===== config.mk =====
export PLATFORM = sky130hd
export DESIGN_NAME = csrw_supervisor
export DESIGN_NICKNAME = d
export VERILOG_FILES = /design/src/logic/csrw_supervisor.v
export VERILOG_INCLUDE_DIRS = /design/src /design/src/logic
export SDC_FILE = /design/constraint.sdc
export NUM_CORES = 1
export LEC_CHECK = 0
export BUFFER_PORTS_ARGS = -buffer_cell sky130_fd_sc_hd__buf_2
export CORE_MARGIN = 4
export CORE_UTILIZATION = 60
export CTS_CLUSTER_SIZE = 30
export DETAILED_ROUTE_END_ITERATION = 10
export PLACE_DENSITY = 0.81
export SLEW_MARGIN = 20
export SYNTH_ARGS = -nofsm -noshare
export SYNTH_HDL_FRONTEND = slang
export SYNTH_SLANG_ARGS = --single-unit

===== constraint.sdc =====
create_clock -name ref_clk_i -period 2.86 [get_ports ref_clk_i]
set_input_delay 0.143 -clock ref_clk_i [delete_from_list [all_inputs] [get_ports ref_clk_i]]
set_output_delay 0.143 -clock ref_clk_i [all_outputs]
set_load 0.1 [all_outputs]

===== src/logic/csrw_regs.vh =====
`ifndef CSRW_REGS_VH
`define CSRW_REGS_VH

// ----------------------------------------------------------------
// Timing figures in their own units
// ----------------------------------------------------------------
`define CSRW_CLK_HZ          200000000
`define CSRW_TICK_US         1000
`define CSRW_MR_IGNORE_MS    1
`define CSRW_MR_QUALIFY_MS   20
`define CSRW_WD_SHORT_MS     150
`define CSRW_WD_MID_MS       600
`define CSRW_WD_LONG_MS      1200
`define CSRW_RST_HOLD_MS     610
`define CSRW_STROBE_NS       75
`define CSRW_CLK_NS          5

// ----------------------------------------------------------------
// Derived cycle counts
// ----------------------------------------------------------------
`define CSRW_TICK_CYC        ((`CSRW_CLK_HZ / 1000000) * `CSRW_TICK_US)
`define CSRW_STROBE_CYC      ((`CSRW_STROBE_NS + `CSRW_CLK_NS - 1) / `CSRW_CLK_NS)

// ----------------------------------------------------------------
// Period select encodings
// ----------------------------------------------------------------
`define CSRW_SEL_GND         2'b00
`define CSRW_SEL_OPEN        2'b01
`define CSRW_SEL_VCC         2'b10

`endif


===== src/logic/csrw_supervisor.v =====
// Summary of operation
// Manual reset lows under 1 ms ignored
// Manual reset low 20 ms forces reset
// Period select picks 150/600/1200 ms
// Tolerance select picks 5 or 10 percent
// Active-high reset on any of three causes
// Open-drain active-low reset, same causes
// Reset held one timeout after cause ends
// Supply fail asserts both resets
// Missing strobe edge in period asserts reset
// Strobe falling edge restarts watchdog count
// Host strobes within every watchdog period
// Millisecond tick; watchdog cleared during reset
// Manual input sampled every clock, must stay low
`timescale 1ns/1ps
`default_nettype none
`include "csrw_regs.vh"

module csrw_supervisor #(
  parameter integer TICK_CYC    = `CSRW_TICK_CYC,
  parameter integer MR_QUAL_MS  = `CSRW_MR_QUALIFY_MS,
  parameter integer RST_HOLD_MS = `CSRW_RST_HOLD_MS,
  parameter integer WD_SHORT_MS = `CSRW_WD_SHORT_MS,
  parameter integer WD_MID_MS   = `CSRW_WD_MID_MS,
  parameter integer WD_LONG_MS  = `CSRW_WD_LONG_MS
) (
  input  wire       ref_clk_i,
  input  wire       rst_n_i,
  input  wire       manual_reset_in_n_i,
  input  wire [1:0] watchdog_period_select_i,
  input  wire       supply_tolerance_select_i,
  input  wire       supply_fail_5pct_i,
  input  wire       supply_fail_10pct_i,
  input  wire       watchdog_strobe_in_i,
  output reg        reset_o,
  output wire       reset_n_o,
  output wire       reset_n_oe_o
);

  // ----------------------------------------------------------------
  // Helpers
  // ----------------------------------------------------------------
  // Watchdog period in milliseconds for a select code
  function [10:0] wd_period_ms;
    input [1:0] sel;
    begin
      case (sel)
        `CSRW_SEL_GND:  wd_period_ms = WD_SHORT_MS[10:0];
        `CSRW_SEL_OPEN: wd_period_ms = WD_MID_MS[10:0];
        `CSRW_SEL_VCC:  wd_period_ms = WD_LONG_MS[10:0];
        default:        wd_period_ms = WD_LONG_MS[10:0];
      endcase
    end
  endfunction

  // True once a rising count sits one step short of its limit
  function at_last;
    input [10:0] count;
    input [10:0] limit;
    begin
      at_last = (count >= limit - 11'h001);
    end
  endfunction

  // ----------------------------------------------------------------
  // Millisecond time base
  // ----------------------------------------------------------------
  // Divider state
  reg  [17:0] tick_cnt;
  reg  [17:0] next_tick_cnt;
  wire        tick = (tick_cnt == TICK_CYC[17:0] - 18'h0_0001);

  // Wrap the divider on the tick, otherwise step it
  always @* begin
    if (tick) begin
      next_tick_cnt = 18'h0_0000;
    end else begin
      next_tick_cnt = tick_cnt + 18'h0_0001;
    end
  end

  // Free-running divider producing one pulse per millisecond
  always @(posedge ref_clk_i or negedge rst_n_i) begin
    if (!rst_n_i) begin
      tick_cnt <= 18'h0_0000;
    end else begin
      tick_cnt <= next_tick_cnt;
    end
  end

  // ----------------------------------------------------------------
  // Manual reset debounce
  // ----------------------------------------------------------------
  // Debounce state
  reg  [4:0] mr_low_ms;
  reg        mr_active;
  reg  [4:0] next_mr_low_ms;
  reg        next_mr_active;
  wire       mr_qualified = at_last({6'h00, mr_low_ms}, {6'h00, MR_QUAL_MS[4:0]});

  // Count whole ticks of continuous low; any high sample restarts
  always @* begin
    next_mr_low_ms = mr_low_ms;
    next_mr_active = mr_active;
    if (manual_reset_in_n_i) begin
      next_mr_low_ms = 5'h00;
      next_mr_active = 1'b0;
    end else if (tick) begin
      if (mr_qualified) begin
        next_mr_active = 1'b1;
      end else begin
        next_mr_low_ms = mr_low_ms + 5'h01;
      end
    end
  end

  // Debounce registers
  always @(posedge ref_clk_i or negedge rst_n_i) begin
    if (!rst_n_i) begin
      mr_low_ms <= 5'h00;
      mr_active <= 1'b0;
    end else begin
      mr_low_ms <= next_mr_low_ms;
      mr_active <= next_mr_active;
    end
  end

  // ----------------------------------------------------------------
  // Supply fail selection
  // ----------------------------------------------------------------
  // Tolerance select low picks the 5 percent comparator
  wire supply_bad = supply_tolerance_select_i ? supply_fail_10pct_i
                                              : supply_fail_5pct_i;

  // ----------------------------------------------------------------
  // Watchdog
  // ----------------------------------------------------------------
  // Watchdog state
  reg         strobe_q;
  reg  [10:0] wd_ms;
  reg         wd_expired;
  reg  [10:0] next_wd_ms;
  reg         next_wd_expired;
  wire [10:0] wd_limit    = wd_period_ms(watchdog_period_select_i);
  wire        strobe_fall = strobe_q & ~watchdog_strobe_in_i;

  // Restart on falling strobe; held clear while reset is out
  always @* begin
    next_wd_ms      = wd_ms;
    next_wd_expired = 1'b0;
    if (reset_o || strobe_fall) begin
      next_wd_ms = 11'h000;
    end else if (tick) begin
      if (at_last(wd_ms, wd_limit)) begin
        next_wd_expired = 1'b1;
        next_wd_ms      = 11'h000;
      end else begin
        next_wd_ms = wd_ms + 11'h001;
      end
    end
  end

  // Watchdog registers; strobe history idles high like its pin
  always @(posedge ref_clk_i or negedge rst_n_i) begin
    if (!rst_n_i) begin
      strobe_q   <= 1'b1;
      wd_ms      <= 11'h000;
      wd_expired <= 1'b0;
    end else begin
      strobe_q   <= watchdog_strobe_in_i;
      wd_ms      <= next_wd_ms;
      wd_expired <= next_wd_expired;
    end
  end

  // ----------------------------------------------------------------
  // Reset output stretch
  // ----------------------------------------------------------------
  // Hold state
  reg  [9:0] hold_ms;
  reg  [9:0] next_hold_ms;
  reg        next_reset;
  wire       hold_last = (hold_ms <= 10'h001);
  wire       cause     = supply_bad | mr_active | wd_expired;

  // Any cause reloads the hold time; outputs drop after it runs out
  always @* begin
    next_reset   = reset_o;
    next_hold_ms = hold_ms;
    if (cause) begin
      next_reset   = 1'b1;
      next_hold_ms = RST_HOLD_MS[9:0];
    end else if (reset_o && tick) begin
      if (hold_last) begin
        next_reset   = 1'b0;
        next_hold_ms = 10'h000;
      end else begin
        next_hold_ms = hold_ms - 10'h001;
      end
    end
  end

  // Reset output and hold registers
  always @(posedge ref_clk_i or negedge rst_n_i) begin
    if (!rst_n_i) begin
      reset_o <= 1'b1;
      hold_ms <= RST_HOLD_MS[9:0];
    end else begin
      reset_o <= next_reset;
      hold_ms <= next_hold_ms;
    end
  end

  // ----------------------------------------------------------------
  // Reset pins
  // ----------------------------------------------------------------
  // Data side of the open-drain pin is always low
  assign reset_n_o    = 1'b0;

  // Enable pulls the line only while reset is asserted
  assign reset_n_oe_o = reset_o;

endmodule // csrw_supervisor
`default_nettype wire


* Word-level counts from Yosys, hierarchy flattened *
Index checks and enable logic that the tools add are counted.

word-level totals
  bits in registers = 48
  input bits = 9
  output and inout bits = 3
  logic and storage cells = 55

cells by class
  $add $sub $neg = 5
  $lt $le $gt $ge = 3
  eq/ne operators = 3
  mux-type cells = 21
  bitwise gates (word level) = 4
  reductions and logical operators = 11

operators with widths
  cell                                                                               number
  11-bit two-way mux                                                                 3
  10-bit two-way mux                                                                 3
  11-bit case mux with 2 select lines                                                1
  18-bit by 1-bit adder with 18-bit output, second input constant                    1
  18-bit equality test, second input constant                                        1
  18-bit two-way mux                                                                 1
  5-bit two-way mux                                                                  3
  11-bit by 1-bit adder with 11-bit output, second input constant                    1
  11-bit >= comparator                                                               1
  11-bit by 1-bit subtractor with 11-bit output, second input constant               1
  10-bit by 1-bit less-or-equal comparator with 1-bit output, second input constant  1
  1-bit two-way mux                                                                  10
  2-bit nonzero test                                                                 5
  10-bit by 1-bit subtractor with 10-bit output, second input constant               1
  2-bit AND reduction                                                                3
  5-bit by 1-bit adder with 5-bit output, second input constant                      1
  5-bit >= comparator, second input constant                                         1
  2-bit by 1-bit equality test with 1-bit output, second input constant              1
  2-bit zero test                                                                    1
  2-bit inequality test, second input constant                                       1
  1-bit OR                                                                           2
  1-bit AND                                                                          1
  1-bit logical AND                                                                  1
  1-bit logical OR                                                                   1
  1-bit inverter                                                                     1

* Longest topological paths before layout *
  word-level depth = 7
  gate-level depth with buffers = 9
  gate-level depth less buffers = 9

* Worst setup path after synthesis *
Ideal clock, no wire load.

  path kind = register to register
  from = register wd_ms[6]
  to = register wd_ms[2]
  library setup time = 74 ps
  arrival = 1801 ps
  slack = 986 ps
  stages on the path, launching flop included = 8
  path buffers = 0
  clock period less this slack = 1874 ps
  cell sequence = dfrtp_1 -> ha_1 -> and4_1 -> nand4_1 -> a31oi_1 -> nor4_2 -> o21ai_1 -> nor2_1

on the way
  word-level cells in the longest chain between the ends = 4

ends and longest elaborated chain
  item                      RTL line               text
  start: declaration        csrw_supervisor.v:140  reg [10:0] wd_ms;
  start signal: assignment  csrw_supervisor.v:171  wd_ms <= next_wd_ms;
  11-bit >= comparator      csrw_supervisor.v:61   at_last = (count >= limit - 11'h001);
  11-bit two-way mux        csrw_supervisor.v:154  if (at_last(wd_ms, wd_limit)) begin
  11-bit two-way mux        csrw_supervisor.v:153  end else if (tick) begin
  11-bit two-way mux        csrw_supervisor.v:151  if (reset_o || strobe_fall) begin

Every way passes these cells. The select of a mux whose other input is x is not followed.
A chain may end at the register's enable or synchronous reset.

* Worst setup path after layout *
  from = register wd_ms[6]
  to = register wd_ms[7]

on the way
  word-level cells in the longest chain between the ends = 4
  elaborated cells between the ends (all ways) = 5

ends and longest elaborated chain
  item                                                                                     RTL line
  11-bit by 1-bit adder with 11-bit output / 11-bit >= comparator (equally long branches)  csrw_supervisor.v:158, csrw_supervisor.v:61
  11-bit two-way mux *                                                                     csrw_supervisor.v:154
  11-bit two-way mux *                                                                     csrw_supervisor.v:153
  11-bit two-way mux *                                                                     csrw_supervisor.v:151

Every way passes the cells marked *; elsewhere a longest branch is shown, timed or not. The select of a mux whose other input is x is not followed.

==> key figures <==
Place
  • Post-DP HPWL: 3.52 mm
  • Final weighted congestion of routability-driven global placement: 0.849
  • Count of port buffers added during placement: 10

Clock network
  • Clk Latency, worst-skew pair: 0.30 ns
  • TritonCTS clock tree: yes
  • Clk sinks: 48
  • Maximum level of the CTS H-tree: 2
  • Clock transition at the register clock pins on the worst setup and hold paths after CTS: 0.09 ns
  • Total clock buffers created by CTS: 5
  • Clock Tree Root: sky130_fd_sc_hd__clkbuf_8
  • Worst-case clock buffer depth: 2

Synthesis
  • Sequential area share after synthesis: 45.2%
  • Avg Synthesized Cell Area: 9.48 um^2
  • Synth async-reset ratio: 100%
  • Syn Inst Count: 282
  • Area share of the leading cell type in the synthesized netlist: 39.3%
  • Largest area contributor in the netlist: sky130_fd_sc_hd__dfrtp_1
  • Top area cells in the synthesized netlist: sky130_fd_sc_hd__dfrtp_1, sky130_fd_sc_hd__ha_1, sky130_fd_sc_hd__dfstp_2
  • Mapped cell area: 2670 um^2
  • Number of synthesized flops with an enable pin: 0
  • Netlist cell types: 50
  • Post-synthesis register bit count: 48
  • Number of warnings reported in the yosys synthesis log: 0
  • Main synth FF type: sky130_fd_sc_hd__dfrtp_1
  • Synthesized Nets: 304

STA
  • Worst max-slew margin expressed relative to the limit: 60.1%
  • Setup clock skew after layout: 0.00531 ns
  • Measured slew at the worst slew-check pin: 0.599 ns
  • Maximum operating frequency: 0.452 GHz
  • Period minus WS final: 2.21 ns
  • Unrepaired setup endpoints after global routing: false
  • Setup_tns: 0 ns
  • Portion of the clock cycle consumed by the worst path in the final layout: 77.4%
  • Slew Viols, Final: 0
  • Hold Violations, Final: 0
  • Number of setup violations in the final report: 0

Floorplan
  • Horizontal extent of the die: 74.8 um
  • Io pins: 12
  • Area of the core: 4320 um^2
  • Cell Rows: 24
  • Chip height: 74.8 um
  • Die Outline Area: 5590 um^2
  • Initial core utilization: 61.8%

Routing
  • Via count: 2006
  • Via-to-Cell Ratio: 5.78
  • Length of the first detailed-routing pass in iterations: 4
  • Antenna Nets Post-Route: 0
  • Starting DRT DRC Count: 130
  • Count of unresolved DRC violations after routing: 0
  • Aggregate routed wire length: 4.89 mm
  • Routed length per instance: 14.1 um

Final layout
  • Post-layout net count: 316
  • Final antenna diode count: 0
  • Post-Route Utilization: 66.2%
  • Commonest non-fill, non-tap cells in the layout: sky130_fd_sc_hd__dfrtp_1, sky130_fd_sc_hd__nor2_1, sky130_fd_sc_hd__nand2_1
  • Area added between synthesis and finish: 7.11%
  • Share of layout cells above drive strength 1: 11.5%
  • Most frequent standard cell in the layout excluding fill and tap cells: sky130_fd_sc_hd__dfrtp_1

Global routing
  • Leftover overflow at the end of global routing: 0
  • Largest net degree at the start of global routing: 49
  • Total track usage: 20.0%
  • Via count of the first global-routing pass: 1952
  • Wire length of the first global-routing pass: 8.74 mm
  • Antenna violations before repair: 0

Worst setup path
  • Endpoint required time on the critical path: 3.08 ns
  • WP data arrival: 2.44 ns
  • Worst setup SP type: flop
  • Critical Path Sink Type: flop
  • Top fanout value on the critical path: 7
  • Crit Path Class: flop to flop

Job
  • Max Cap Viol: 0

Power
  • Leakage power of the design: 1.32 nW
  • IR drop worst, VDD: 0.243 mV
  • Cell Pwr Density: 402 nW/um^2

Worst hold path
  • Class of the most critical hold timing path: input pin to flop

Status
  • Status: finished clean
[sequential cells by signal, indices dropped and copies added (netlist names)]
| signal | flops |
|---|---|
| tick_cnt | 18 |
| wd_ms | 11 |
| strobe_q | 1 |
| hold_ms | 10 |
| mr_low_ms | 5 |
| wd_expired | 1 |
| reset_n_oe_o | 1 |
| mr_active | 1 |
[synth_stat cells, drive strengths merged, types with 7 or more instances]
| cell type | number |
|---|---|
| buf | 7 |
| nor3 | 11 |
| inv | 9 |
| ha | 13 |
| nand2 | 23 |
| xnor2 | 13 |
| nor2 | 41 |
| nand3 | 21 |
| o21ai | 14 |
| and2 | 7 |
| a21oi | 13 |
| dfrtp | 42 |
| xor2 | 10 |
[metrics by stage]
step / hold WS [ns] / std cells / total power (W) / worst slack (ns) / cell area (um^2)
floorplan: -0.153 / 282 / 0.000711 / 0.986 / 2670
global placement: 0.269 / 337 / 0.000734 / 0.645 / 2750
detailed placement: 0.272 / 337 / 0.000735 / 0.607 / 2750
CTS: 0.0629 / 346 / 0.00116 / 0.666 / 2850
global route: 0.0662 / 347 / 0.00119 / 0.471 / 2860
finish: 0.0788 / 347 / 0.00115 / 0.648 / 2860
[metal layers]
layer / routed length (um) / track usage, % / vias to the layer above
met5: 0 / 0 / -
met4: 57 / 6.92 / 0
met3: 176 / 4.14 / 5
met2: 2300 / 31.5 / 40
met1: 2360 / 27.5 / 955
li1: - / - / 1006
[report_power, final]
group | switching, W | leakage (nW) | internal, W
clock | 0.000231 | 0.0445 | 0.000197
combinational | 0.0000318 | 0.642 | 0.0000117
sequential | 0.000000212 | 0.636 | 0.000680
total | 0.000263 | 1.32 | 0.000888
[final timing paths]
path,start,to,slack (ns),depth (start not counted)
max,wd_ms[6],wd_ms[7],0.65,7
min,manual_reset_in_n_i,mr_low_ms[2],0.08,2
max reg2reg,wd_ms[6],wd_ms[7],0.65,7
min reg2reg,tick_cnt[4],tick_cnt[4],0.48,1
max in group asynchronous,rst_n_i,wd_ms[4],2.07,2
min in group asynchronous,rst_n_i,tick_cnt[11],0.39,2
[kinds of logic (layout without fill, tap and decap cells)]
kind of cell	after synthesis	after routing	synth area share, %
and+or+nand+nor	134	134	27.1
DFF	48	48	45.2
AOI/OAI and AO/OA	43	43	9.83
xor gates and xnor gates	23	23	7.53
buffers and inverters	18	31	3.37
adders and majority gates	13	13	6.08
muxes	2	2	0.749
other	1	1	0.140
[critical path, cell delays in order, from the launching register on]
cell	delay (ns)
sky130_fd_sc_hd__dfrtp_1	0.42
sky130_fd_sc_hd__ha_1	0.35
sky130_fd_sc_hd__and4_1	0.23
sky130_fd_sc_hd__nand4_1	0.08
sky130_fd_sc_hd__a31oi_1	0.09
sky130_fd_sc_hd__nor4_2	0.48
sky130_fd_sc_hd__o21ai_1	0.30
sky130_fd_sc_hd__nor2_1	0.19
[timing repair]
action / in CTS / in global routing
hold buffers: 1 / 1
buffers inserted: 0 / 0
resized for setup: 0 / 0
hold endpoints to repair: 1 / 42
[layout make-up]
class	instances	area, um^2
Fill cell	360	1460
Multi-Input combinational cell	216	1380
Sequential cell	48	1210
Timing Repair Buffer	14	87.6
Clock buffer	7	86.3
Tap cell	52	65.1
Inverter	9	33.8
Clock inverter	1	7.51
(Power assumes the default switching activity.)
